==> config.mk <==
export PLATFORM = sky130hd
export DESIGN_NAME = cws_sidetone_key
export DESIGN_NICKNAME = d
export VERILOG_FILES = /design/src/cws_pkg.sv /design/src/cws_div.sv /design/src/cws_pwm.sv /design/src/cws_sidetone_key.sv
export VERILOG_INCLUDE_DIRS = /design/src
export SDC_FILE = /design/constraint.sdc
export NUM_CORES = 1
export LEC_CHECK = 0
export BUFFER_PORTS_ARGS = -buffer_cell sky130_fd_sc_hd__clkbuf_2
export CAP_MARGIN = 20
export CELL_PAD_IN_SITES_DETAIL_PLACEMENT = 0
export CELL_PAD_IN_SITES_GLOBAL_PLACEMENT = 1
export CORE_MARGIN = 10
export CORE_UTILIZATION = 44
export DETAILED_ROUTE_END_ITERATION = 16
export MAX_ROUTING_LAYER = met4
export PLACE_DENSITY_LB_ADDON = 0.05
export SYNTH_ARGS = -nofsm -noshare
export SYNTH_HDL_FRONTEND = slang
export SYNTH_SLANG_ARGS = --single-unit
==> constraint.sdc <==
create_clock -name ref_clk_i -period 8.9 [get_ports ref_clk_i]
set_input_delay 1.78 -clock ref_clk_i [delete_from_list [all_inputs] [get_ports ref_clk_i]]
set_output_delay 1.78 -clock ref_clk_i [all_outputs]
set_load 0.01 [all_outputs]
==> src/cws_cfg.svh <==
`ifndef CWS_CFG_SVH
`define CWS_CFG_SVH
// Notes on behaviour
// - Key output high commands key-down; the keying switch closes while high.
// - Straight-key mode copies the synchronised key input to the key output.
// - Other modes drive the key output from the software key bit.
// - Carrier frequency is sixty times the selected sidetone frequency.
// - Sidetone alternates carrier duty between two values symmetric about half.
// - Duty alternation happens at the sidetone frequency.
// - Average duty of the modulated sidetone stays at exactly half.
// - Volume sets the size of the duty deviation from half.
// - Legacy mode gives a tone-rate square wave, duty 50% down below 1%.
// - Tone frequency and volume are software-held settings.
// - Sidetone sounds while the transmitter is keyed.
// - All timing derives from the system clock frequency constant.
// - Receive line stays in transmit state 10 ms after key-up.
// - Receive line high enables receive, low selects transmit.

// ----------------------------------------------------------------------
// Clock and timing
// ----------------------------------------------------------------------
`define CWS_CLK_HZ 125000000
`define CWS_CARRIER_MULT 60
`define CWS_HALF_CARRIERS 5'h1D
`define CWS_HANG_MS 10
`define CWS_HANG_CYC (`CWS_CLK_HZ / 1000 * `CWS_HANG_MS)

// ----------------------------------------------------------------------
// Register offsets
// ----------------------------------------------------------------------
`define CWS_ADDR_CTRL 12'h000
`define CWS_ADDR_TONE 12'h004
`define CWS_ADDR_VOL 12'h008
`define CWS_ADDR_STAT 12'h00C

// ----------------------------------------------------------------------
// Fields and reset values
// ----------------------------------------------------------------------
`define CWS_CTRL_MODE 1:0
`define CWS_CTRL_LEGACY 2
`define CWS_CTRL_SWKEY 3
`define CWS_CTRL_RST 4'h0
`define CWS_TONE_RST 12'h2BC
`define CWS_TONE_MIN 12'h0C8
`define CWS_TONE_MAX 12'hFA0
`define CWS_VOL_RST 7'h08
`define CWS_PERIOD_RST 14'hBA0
`endif

==> src/cws_pkg.sv <==
package cws_pkg;
    // Keyer source selection
    typedef enum logic [1:0]
    {
        KEY_STRAIGHT = 2'h0,
        KEY_IAMBIC = 2'h1,
        KEY_BEACON = 2'h2
    } cws_keymode_type;

    // Transmit/receive sequencing states
    typedef enum logic [2:0]
    {
        ST_RX = 3'b001,
        ST_TX = 3'b010,
        ST_HANG = 3'b100
    } cws_txstate_type;

    typedef struct packed
    {
        logic psel;
        logic penable;
        logic pwrite;
        logic [11:0] paddr;
        logic [31:0] pwdata;
    } cws_apb_req_type;

    typedef struct packed
    {
        logic [31:0] prdata;
        logic pready;
        logic pslverr;
    } cws_apb_rsp_type;
endpackage

==> src/cws_div.sv <==
`timescale 1ns/1ps
// ----------------------------------------------------------------------
// Restoring divider: clock rate over carrier rate, one bit per cycle
// ----------------------------------------------------------------------
module cws_div
(
    input wire logic ref_clk_i,
    input wire logic resetn_i,
    input wire logic start_i,
    input wire logic [26:0] dividend_i,
    input wire logic [17:0] divisor_i,
    output logic done_o,
    output logic [13:0] quot_o
);
    logic busy_r;
    logic [4:0] cnt_r;
    logic [17:0] rem_r;
    logic [26:0] q_r;
    logic done_r;
    wire [18:0] shifted = {rem_r, q_r[26]};
    wire ge = shifted >= {1'b0, divisor_i};
    wire [18:0] diff = shifted - {1'b0, divisor_i};

    // Divisor must stay still while busy; a new start restarts cleanly
    always_ff @(posedge ref_clk_i)
    begin
        if (!resetn_i)
        begin
            busy_r <= 1'b0;
            cnt_r <= 5'h00;
            rem_r <= 18'h00000;
            q_r <= 27'h0000000;
            done_r <= 1'b0;
        end
        else if (start_i)
        begin
            busy_r <= 1'b1;
            cnt_r <= 5'h1B;
            rem_r <= 18'h00000;
            q_r <= dividend_i;
            done_r <= 1'b0;
        end
        else if (busy_r)
        begin
            rem_r <= ge ? diff[17:0] : shifted[17:0];
            q_r <= {q_r[25:0], ge};
            cnt_r <= cnt_r - 5'h01;
            busy_r <= (cnt_r != 5'h01);
            done_r <= (cnt_r == 5'h01);
        end
        else
        begin
            done_r <= 1'b0;
        end
    end

    // Quotient never exceeds 14 bits for the clamped tone range
    assign done_o = done_r;
    assign quot_o = q_r[13:0];
endmodule

==> src/cws_pwm.sv <==
`timescale 1ns/1ps
// ----------------------------------------------------------------------
// Carrier counter with duty compare
// ----------------------------------------------------------------------
module cws_pwm
(
    input wire logic ref_clk_i,
    input wire logic resetn_i,
    input wire logic [13:0] period_i,
    input wire logic [13:0] high_i,
    output logic pwm_o,
    output logic wrap_o
);
    logic [13:0] cnt_r;
    logic pwm_r;
    logic wrap_r;
    // Greater-or-equal so a shrinking period never strands the counter
    wire last = cnt_r >= (period_i - 14'h0001);

    always_ff @(posedge ref_clk_i)
    begin
        if (!resetn_i)
        begin
            cnt_r <= 14'h0000;
            pwm_r <= 1'b0;
            wrap_r <= 1'b0;
        end
        else
        begin
            cnt_r <= last ? 14'h0000 : cnt_r + 14'h0001;
            pwm_r <= cnt_r < high_i;
            wrap_r <= last;
        end
    end

    assign pwm_o = pwm_r;
    assign wrap_o = wrap_r;
endmodule

==> src/cws_sidetone_key.sv <==
`timescale 1ns/1ps
`include "cws_cfg.svh"
// ----------------------------------------------------------------------
// CW key output, transmit/receive hang control and PWM sidetone
// ----------------------------------------------------------------------
module cws_sidetone_key
#(
    parameter int HANG_CYCLES = `CWS_HANG_CYC
)
(
    input wire logic ref_clk_i,
    input wire logic resetn_i,
    input wire cws_pkg::cws_apb_req_type apb_req_i,
    output cws_pkg::cws_apb_rsp_type apb_rsp_o,
    input wire logic key_in_i,
    output logic key_o,
    output logic rx_o,
    output logic tone_o
);
    import cws_pkg::*;

    // ------------------------------------------------------------------
    // Shared arithmetic
    // ------------------------------------------------------------------
    // Fraction vol/256 of x; vol up to 127 keeps the result below x/2
    function automatic logic [19:0] cws_scale
    (
        input logic [19:0] x,
        input logic [6:0] vol
    );
        logic [26:0] prod;
        prod = {7'h00, x} * {20'h00000, vol};
        return {1'b0, prod[26:8]};
    endfunction

    // ------------------------------------------------------------------
    // Registers and state
    // ------------------------------------------------------------------
    logic [3:0] ctrl_r;
    logic [11:0] tone_r;
    logic [6:0] vol_r;
    logic [13:0] period_r;
    logic div_start_r;
    logic key_meta_r;
    logic key_sync_r;
    logic key_r;
    logic rx_r;
    cws_txstate_type st_r;
    cws_txstate_type st_nxt;
    logic [20:0] hang_r;
    logic [20:0] hang_nxt;
    logic [4:0] idx_r;
    logic phase_r;
    logic [19:0] lcnt_r;
    logic tone_r_out;
    logic pready_r;
    logic pslverr_r;
    logic [31:0] prdata_r;

    // ------------------------------------------------------------------
    // APB decode
    // ------------------------------------------------------------------
    wire sel_ctrl = apb_req_i.paddr == `CWS_ADDR_CTRL;
    wire sel_tone = apb_req_i.paddr == `CWS_ADDR_TONE;
    wire sel_vol = apb_req_i.paddr == `CWS_ADDR_VOL;
    wire sel_stat = apb_req_i.paddr == `CWS_ADDR_STAT;
    wire hit = sel_ctrl | sel_tone | sel_vol | sel_stat;
    // Access phase is two cycles: answer prepared, then completed
    wire access = apb_req_i.psel & apb_req_i.penable & !pready_r;
    wire commit = apb_req_i.psel & apb_req_i.penable & pready_r;
    wire wr_en = commit & apb_req_i.pwrite;
    wire wr_ctrl = wr_en & sel_ctrl;
    wire wr_tone = wr_en & sel_tone;
    wire wr_vol = wr_en & sel_vol;

    // Tone setting clamped so the carrier period fits its counter
    wire [11:0] wtone = apb_req_i.pwdata[11:0];
    wire [11:0] tone_clamp = (wtone < `CWS_TONE_MIN) ? `CWS_TONE_MIN :
        (wtone > `CWS_TONE_MAX) ? `CWS_TONE_MAX : wtone;

    wire [31:0] stat_word = {2'b00, period_r, 13'h0000,
        (st_r == ST_HANG), rx_r, key_r};
    wire [31:0] rd_mux =
        sel_ctrl ? {28'h0000000, ctrl_r} :
        sel_tone ? {20'h00000, tone_r} :
        sel_vol ? {25'h0000000, vol_r} :
        sel_stat ? stat_word : 32'h00000000;

    // Slave response flops
    always_ff @(posedge ref_clk_i)
    begin
        if (!resetn_i)
        begin
            pready_r <= 1'b0;
            pslverr_r <= 1'b0;
            prdata_r <= 32'h00000000;
        end
        else
        begin
            pready_r <= access;
            pslverr_r <= access & !hit;
            prdata_r <= access ? rd_mux : 32'h00000000;
        end
    end

    // Configuration registers, written at completion of the transfer
    always_ff @(posedge ref_clk_i)
    begin
        if (!resetn_i)
        begin
            ctrl_r <= `CWS_CTRL_RST;
            tone_r <= `CWS_TONE_RST;
            vol_r <= `CWS_VOL_RST;
        end
        else
        begin
            if (wr_ctrl)
                ctrl_r <= apb_req_i.pwdata[3:0];
            if (wr_tone)
                tone_r <= tone_clamp;
            if (wr_vol)
                vol_r <= apb_req_i.pwdata[6:0];
        end
    end

    // ------------------------------------------------------------------
    // Carrier period from tone setting
    // ------------------------------------------------------------------
    // Sixty carrier cycles per tone cycle, all from the clock rate
    wire [17:0] carrier_hz = 18'(tone_r * `CWS_CARRIER_MULT);
    wire [26:0] clk_hz = 27'(`CWS_CLK_HZ);
    wire div_done;
    wire [13:0] div_quot;

    cws_div u_div
    (
        .ref_clk_i(ref_clk_i),
        .resetn_i(resetn_i),
        .start_i(div_start_r),
        .dividend_i(clk_hz),
        .divisor_i(carrier_hz),
        .done_o(div_done),
        .quot_o(div_quot)
    );

    // Start a division one cycle after a tone write, so the divisor
    // already holds the new setting
    always_ff @(posedge ref_clk_i)
    begin
        if (!resetn_i)
        begin
            div_start_r <= 1'b0;
            period_r <= `CWS_PERIOD_RST;
        end
        else
        begin
            div_start_r <= wr_tone;
            if (div_done)
                period_r <= div_quot;
        end
    end

    // ------------------------------------------------------------------
    // Key input and key source
    // ------------------------------------------------------------------
    // Two-flop synchroniser for the key pin
    always_ff @(posedge ref_clk_i)
    begin
        if (!resetn_i)
        begin
            key_meta_r <= 1'b0;
            key_sync_r <= 1'b0;
        end
        else
        begin
            key_meta_r <= key_in_i;
            key_sync_r <= key_meta_r;
        end
    end

    wire straight = ctrl_r[`CWS_CTRL_MODE] == KEY_STRAIGHT;
    wire key_src = straight ? key_sync_r
        : ctrl_r[`CWS_CTRL_SWKEY];

    // ------------------------------------------------------------------
    // Transmit/receive sequencing
    // ------------------------------------------------------------------
    // Hang delay lets the shaped envelope decay before receive returns
    always_comb
    begin
        st_nxt = st_r;
        hang_nxt = hang_r;
        case (st_r)
            ST_RX:
            begin
                if (key_src)
                    st_nxt = ST_TX;
            end
            ST_TX:
            begin
                if (!key_src)
                begin
                    st_nxt = ST_HANG;
                    hang_nxt = 21'(HANG_CYCLES - 1);
                end
            end
            ST_HANG:
            begin
                if (key_src)
                    st_nxt = ST_TX;
                else if (hang_r == 21'h000000)
                    st_nxt = ST_RX;
                else
                    hang_nxt = hang_r - 21'h000001;
            end
            default:
            begin
                st_nxt = ST_RX;
            end
        endcase
    end

    always_ff @(posedge ref_clk_i)
    begin
        if (!resetn_i)
        begin
            st_r <= ST_RX;
            hang_r <= 21'h000000;
            key_r <= 1'b0;
            rx_r <= 1'b1;
        end
        else
        begin
            st_r <= st_nxt;
            hang_r <= hang_nxt;
            key_r <= key_src;
            rx_r <= (st_nxt == ST_RX);
        end
    end

    // ------------------------------------------------------------------
    // Sidetone duty selection
    // ------------------------------------------------------------------
    // Deviation is symmetric, so the two halves average to exactly half
    wire [13:0] half = {1'b0, period_r[13:1]};
    wire [19:0] dev_w = cws_scale({6'h00, period_r}, vol_r);
    wire [13:0] dev = dev_w[13:0];
    wire sounding = key_r;
    wire legacy = ctrl_r[`CWS_CTRL_LEGACY];
    wire mod_on = sounding & !legacy;
    wire [13:0] hi_cnt = !mod_on ? half
        : phase_r ? half + dev
        : half - dev;
    wire pwm_bit;
    wire pwm_wrap;

    cws_pwm u_pwm
    (
        .ref_clk_i(ref_clk_i),
        .resetn_i(resetn_i),
        .period_i(period_r),
        .high_i(hi_cnt),
        .pwm_o(pwm_bit),
        .wrap_o(pwm_wrap)
    );

    // Phase flips every thirty carrier cycles: one tone period per sixty
    always_ff @(posedge ref_clk_i)
    begin
        if (!resetn_i)
        begin
            idx_r <= 5'h00;
            phase_r <= 1'b0;
        end
        else if (pwm_wrap)
        begin
            if (idx_r == `CWS_HALF_CARRIERS)
            begin
                idx_r <= 5'h00;
                phase_r <= !phase_r;
            end
            else
            begin
                idx_r <= idx_r + 5'h01;
            end
        end
    end

    // ------------------------------------------------------------------
    // Legacy square-wave tone
    // ------------------------------------------------------------------
    // Trade-off: this mode shifts the average level with volume
    wire [19:0] lper = {period_r, 6'h00} - {4'h0, period_r, 2'b00};
    wire [19:0] lhigh = {1'b0, lper[19:1]} - cws_scale(lper, vol_r);
    wire lbit = lcnt_r < lhigh;

    // Held at zero while idle, so every legacy tone opens with a whole cycle
    always_ff @(posedge ref_clk_i)
    begin
        if (!resetn_i || !(legacy & sounding))
            lcnt_r <= 20'h00000;
        else if (lcnt_r >= lper - 20'h00001)
            lcnt_r <= 20'h00000;
        else
            lcnt_r <= lcnt_r + 20'h00001;
    end

    // Output flop; silent legacy also falls back to the half-duty carrier
    always_ff @(posedge ref_clk_i)
    begin
        if (!resetn_i)
            tone_r_out <= 1'b0;
        else if (legacy & sounding)
            tone_r_out <= lbit;
        else
            tone_r_out <= pwm_bit;
    end

    // ------------------------------------------------------------------
    // Outputs
    // ------------------------------------------------------------------
    assign key_o = key_r;
    assign rx_o = rx_r;
    assign tone_o = tone_r_out;
    assign apb_rsp_o = '{prdata: prdata_r, pready: pready_r,
        pslverr: pslverr_r};
endmodule

Word level (Yosys, flattened, before mapping)
Index checks and enable logic that the tools add are counted.

word-level totals
  word-level logic and storage cells = 130
  memory bits (writable) = 0
  output and inout port bits = 37
  latch bits = 0
  memory bits (read-only) = 0
  memories kept = 0
  register bits = 189

cells by class
  bitwise logic cells = 17
  eq/ne operators = 13
  shift-type cells = 0
  add/subtract/negate cells = 12
  order comparisons = 7
  $mul = 3
  reduce and logical (&&, ||, !) cells = 21
  div/mod/pow operators = 0
  muxes and demuxes = 27

operators by type and width
  cell                                                                  number
  21-bit 2-to-1 mux                                                     3
  27-bit 2-to-1 mux                                                     2
  12-bit 2-to-1 mux                                                     4
  21-bit case mux with 2 select lines                                   1
  14-bit 2-to-1 mux                                                     2
  20-bit by 7-bit multiplier with 27-bit output                         1
  12-bit by 4-bit == test with 1-bit output, second input constant      2
  21-bit logical NOT                                                    1
  14-bit by 7-bit multiplier with 21-bit output                         1
  21-bit by 1-bit subtractor with 21-bit output, second input constant  1
  20-bit by 1-bit adder with 20-bit output, second input constant       1
  20-bit greater-or-equal comparator                                    1
  20-bit less-than comparator                                           1
  19-bit by 19-bit subtractor with 20-bit output                        1
  20-bit by 1-bit subtractor with 20-bit output, second input constant  1
  20-bit by 16-bit subtractor with 20-bit output                        1
  19-bit by 18-bit greater-or-equal comparator with 1-bit output        1
  18-bit 2-to-1 mux                                                     1
  18-bit subtractor                                                     1
  12-bit by 4-bit multiplier with 16-bit output, second input constant  1
  3-bit 2-to-1 mux                                                      5
  5-bit 2-to-1 mux                                                      3
  13-bit by 13-bit adder with 14-bit output                             1
  14-bit by 1-bit adder with 14-bit output, second input constant       1
  32 further kinds                                                      62

Longest topological paths before layout
  depth in word-level cells = 6
  mapped depth = 45
  gate-level depth less buffers = 43

By module
Synthesis repeated with hierarchy kept, for this count alone.

unflattened totals
  cells, all modules = 2503
  area, all modules = 21201.6 µm²

modules (own cells, without submodules)
  module            seq. area each (µm²)  cells an instance  area an instance (µm²)  times used
  cws_sidetone_key  2422.3                1898               16170.5                 1
  cws_div           1041.0                424                3505.9                  1
  cws_pwm           320.3                 181                1525.2                  1

Worst setup path after synthesis
OpenSTA, ideal clock, no wires.

  path type = register to register
  start = register period_r[7]
  end = register tone_r_out, in the netlist tone_o
  slack = 361 ps
  clock period less this slack = 8539 ps
  path buffers = 2
  cell stages (with the launch flop) = 43
  data required time = 8799 ps
  arrival = 8438 ps
  path through = dfxtp_1 > clkbuf_1 > inv_1 > ha_1 > nor3_1 > nor2_1 > o41ai_4 > o21bai_1 > a21oi_1 > xnor2_1 > clkbuf_1 > and2_1 > fa_1 > fa_1 > fa_1 > inv_1 > fa_1 > inv_1 > [7 not listed] > nor2b_1 > nor2_1 > xor2_1 > ha_1 > or3_1 > nor2_1 > nor2_1 > a21oi_1 > xor2_1 > ha_1 > a21o_1 > a21oi_1 > nor2b_1 > o21ai_0 > nand2b_1 > a21oi_1 > nor2b_1 > o41ai_1

between the ends
  longest elaborated chain between the ends = 5

ends and longest elaborated chain
  element                                           RTL line                 text
  start: declaration                                cws_sidetone_key.sv:42   logic [13:0] period_r;
  start signal: assignment                          cws_sidetone_key.sv:153  period_r <= `CWS_PERIOD_RST;
  start signal: assignment                          cws_sidetone_key.sv:159  period_r <= div_quot;
  20-bit by 16-bit subtractor with 20-bit output *  cws_sidetone_key.sv:293  wire [19:0] lper = {period_r, 6'h00} - {4'h0, period_r, 2'b00};
  20-bit by 7-bit multiplier with 27-bit output     cws_sidetone_key.sv:32   prod = {7'h00, x} * {20'h00000, vol};
  19-bit by 19-bit subtractor with 20-bit output *  cws_sidetone_key.sv:294  wire [19:0] lhigh = {1'b0, lper[19:1]} - cws_scale(lper, vol_r);
  20-bit less-than comparator *                     cws_sidetone_key.sv:295  wire lbit = lcnt_r < lhigh;
  1-bit 2-to-1 mux *                                cws_sidetone_key.sv:313  else if (legacy & sounding)
  end signal: assignment                            cws_sidetone_key.sv:314  tone_r_out <= lbit;
  end signal: assignment                            cws_sidetone_key.sv:316  tone_r_out <= pwm_bit;
  end: declaration                                  cws_sidetone_key.sv:55   logic tone_r_out;

Mark *: on every way between the ends. The rest lies on a longest branch, timed or not.
A chain may end at the register's enable or synchronous reset.

Worst setup path after layout
  start = register period_r[1]
  end = register u_pwm.pwm_r, in the netlist u_pwm.pwm_o

between the ends
  longest elaborated chain between the ends = 5
  elaborated cells between the ends (all ways) = 6

ends and longest elaborated chain
  element                                                                                                             RTL line                                          text
  14-bit by 7-bit multiplier with 21-bit output                                                                       cws_sidetone_key.sv:32
  13-bit by 13-bit subtractor with 14-bit output / 13-bit by 13-bit adder with 14-bit output (equally long branches)  cws_sidetone_key.sv:253, cws_sidetone_key.sv:252
  14-bit 2-to-1 mux                                                                                                   cws_sidetone_key.sv:252                           : phase_r ? half + dev
  14-bit 2-to-1 mux *                                                                                                 cws_sidetone_key.sv:251                           wire [13:0] hi_cnt = !mod_on ? half
  14-bit less-than comparator *                                                                                       cws_pwm.sv:31                                     pwm_r <= cnt_r < high_i;
  end signal: assignment                                                                                              cws_pwm.sv:31
  end: declaration                                                                                                    cws_pwm.sv:15                                     logic pwm_r;

Marks and branches as above.

==> flow_summary.ini <==
[run_status]
status = finished clean

[timing]
worst_slew_pin_slew_ps = 1040
fin_ws_ps = 399.3
period_needed_ps = 8501
drv_slew = 0
finalCritPeriodShare_pct = 95.51
finalSetupTns_ps = 0
slew_headroom_pct = 30.55
max_freq_ghz = 0.1176
finalSetupViolCount = 0
timing.hold.ws_ps = 440.4
hold_viol = 0
fin_worst_skew_ps = 22.17

[die]
fp.dieW_um = 232.1
rows = 77
die_h_um = 232.1
io_pins = 87
initial_core_util_pct = 44.66
core_area_um2 = 44320
die_area_um2 = 53860

[yosys]
ys.flop_type = dfxtp_1
syn_avg_cell_area_um2 = 8.516
yosys-top-cells-area = dfxtp_1 (19%), fa_1 (16%), ha_1 (14%), xnor2_1 (4.6%), nor2_1 (4.4%)
synth_top_area_share_pct = 19.12
syn_inst = 2324
synth_area_um2 = 19790
synth-async-reset-ratio_pct = 0
synth_top_area_cell = dfxtp_1
yosys_warnings = 0
synth_seq_area_share_pct = 19.12
ys_ff_latch = 189
synth_edf_count = 0
ys_types = 82

[cts]
clk_pin_slew_worst_paths_ps = 80
root_buffer = clkbuf_16
clk_latency_ps = 500
cts_tree = done
clkSinkCount = 189
cts-hold-fix-buffers = 0
cts_max_level = 4
cts_buffer_depth = 2
cts_buffers = 17

[power]
power_mw = 1.710
vdd_drop_max_uv = 157.1
pwr_density_cell_nw_per_um2 = 77.47
power.leakage_nw = 10.24

[global_routing]
overflow = 0
grt_pass1_vias = 15791
grt_use_total_pct = 19.95
grt_max_degree = 62
antenna_found_initial = 0
grt_pass1_wl_mm = 83.80

[worst_setup_path]
worst_path_max_delay_cell = fa_1
worstPathRequired_ps = 9290
path_delay_family = adder cells
cp_max_fo = 8
critical-path-max-stage-delay_ps = 540
cp.arrival_ps = 8890
worstSetupPathType = register to register
cp-end-kind = register
cp-start-kind = register
cp_num_buf_inv = 5

[layout]
syn2layout_area_growth_pct = 11.54
layout-drive-gt1-share_pct = 11.16
final_nets = 2827
stdcell_area_um2 = 22080
antenna_cells = 0

[place]
placed_area_um2 = 21020
hpwl_mm = 39.63
place_ws_ps = 62.77
io_buffers = 60
gpl.final_weighted_congestion = 0.8645

[worst_hold_path]
min_path_type = register to register

[job]
maxCapViolations = 0

[detailed_routing]
dr_total_vias = 15837
route.detailed.drc = 0
routed_wl_mm = 51.28
avgRoutedWirePerCell_um = 17.13
drtIter0Drc = 801
avgViaCountPerCell = 5.291
drt.antenna.violating_nets = 0
drt_pass1_iterations = 6
synthesized netlist by cell type, types with 4 or more instances:
cell,n
nand2_1,188
o21a_1,16
or4_1,4
clkbuf_1,88
o41ai_1,5
a21boi_0,4
o21bai_1,11
and3_1,23
nor4_1,13
nand3_1,48
a21o_1,43
mux2_2,7
nor2b_1,35
o31ai_1,5
nor2_1,232
and2_1,114
buf_1,8
xnor2_1,103
inv_1,202
dfxtp_1,189
ha_1,229
a21oi_1,144
o31a_1,5
a211oi_1,17
a2111oi_0,8
a31oi_1,8
xor2_1,74
nor3_1,57
nand3b_1,4
or3_1,14
o211ai_1,11
nand4_1,23
a211o_1,6
a22oi_1,8
fa_1,160
a41oi_1,6
a221o_1,4
o21ai_0,44
nand2b_1,18
nor4b_1,6
or2_2,7
mux2i_1,64
nor3b_1,6
buf_4,9
power by group:
group	internal (mW)	switching [mW]	total [mW]
sequential	0.848	0.00377	0.852
clock	0.381	0.426	0.808
combinational	0.0169	0.0342	0.0510
total	1.25	0.464	1.71
routing by layer:
layer  up-vias  share of wire [%]  GRT usage [%]
met3        39                3.3          2.785
met1      7622                 48          25.64
li1       7952                  -              -
met5         -                  0              -
met2       224                 48          32.38
met4         0                1.5          5.289
registers in the layout (all words and copies together) (netlist names), 7 cells and up:
register / count
lcnt_r: 20
u_div.q_r: 27
prdata_r: 26
vol_r: 7
u_div.rem_r: 18
tone_r: 12
hang_r: 21
u_pwm.cnt_r: 14
period_r: 14
final timing paths:
check / cells past startpoint / endpoint / from / slack, ps
worst max-delay path: 32 / u_pwm.pwm_o$_SDFF_PN0_ / period_r[1]$_SDFFE_PN0P_ / 400
worst max register to register: 32 / u_pwm.pwm_o$_SDFF_PN0_ / period_r[1]$_SDFFE_PN0P_ / 400
worst min register to register: 1 / key_sync_r$_SDFF_PN0_ / key_meta_r$_SDFF_PN0_ / 440
worst min-delay path: 1 / key_sync_r$_SDFF_PN0_ / key_meta_r$_SDFF_PN0_ / 440
per-stage QoR:
stage	cells	util, %
6_report	2993	49.81
5_1_grt	2993	49.81
4_1_cts	2981	48.81
3_5_place_dp	2949	47.42
3_3_place_gp	2949	47.42
2_1_floorplan	2329	-
layout by cell type (no fill, tap or decap), drive strengths merged, types with 9 or more instances in the layout:
master and count:
ha 229, inv 209, and2 114, xor2 74, dfxtp 189, nor3 59, o211ai 11, nand3 49
nor2b 35, o21bai 11, o21ai 44, a211oi 18, nand4 24, xnor2 104, nor4 15, fa 160
o21a 16, nand2 188, buf 87, a21oi 144, nand2b 18, and3 23, a2111oi 9, nor2 232
clkbuf 77, or3 14, mux2i 64, a21o 43, clkinv 11
timing repair:
| item | in CTS | in global routing |
|---|---|---|
| setup buffers | 0 | 12 |
| pin swaps | 0 | 25 |
| setup endpoints to repair | 1 | 2 |
| gates resized for setup | 1 | 77 |
layout make-up:
| type | instances | area (um2) |
|---|---|---|
| fillers | 4363 | 22240 |
| multi-input cells | 1827 | 15160 |
| flip-flops and latches | 189 | 3792 |
| repair buffers | 147 | 989.7 |
| inverters | 206 | 777.0 |
| well taps | 592 | 740.7 |
| clock buffers | 17 | 425.4 |
| clock inverters | 15 | 190.2 |
logic make-up after synthesis:
kind of cell | after synthesis | synth area share [%]
other | 1 | 0.01895
adders and majority gates | 389 | 30.66
AOI/OAI and AO/OA | 373 | 12.28
DFF | 189 | 19.12
and+or+nand+nor | 809 | 20.14
xor gates and xnor gates | 178 | 7.915
buffers and inverters | 313 | 6.120
muxes | 72 | 3.749
No activity file was read; power rests on OpenSTA's default activity.
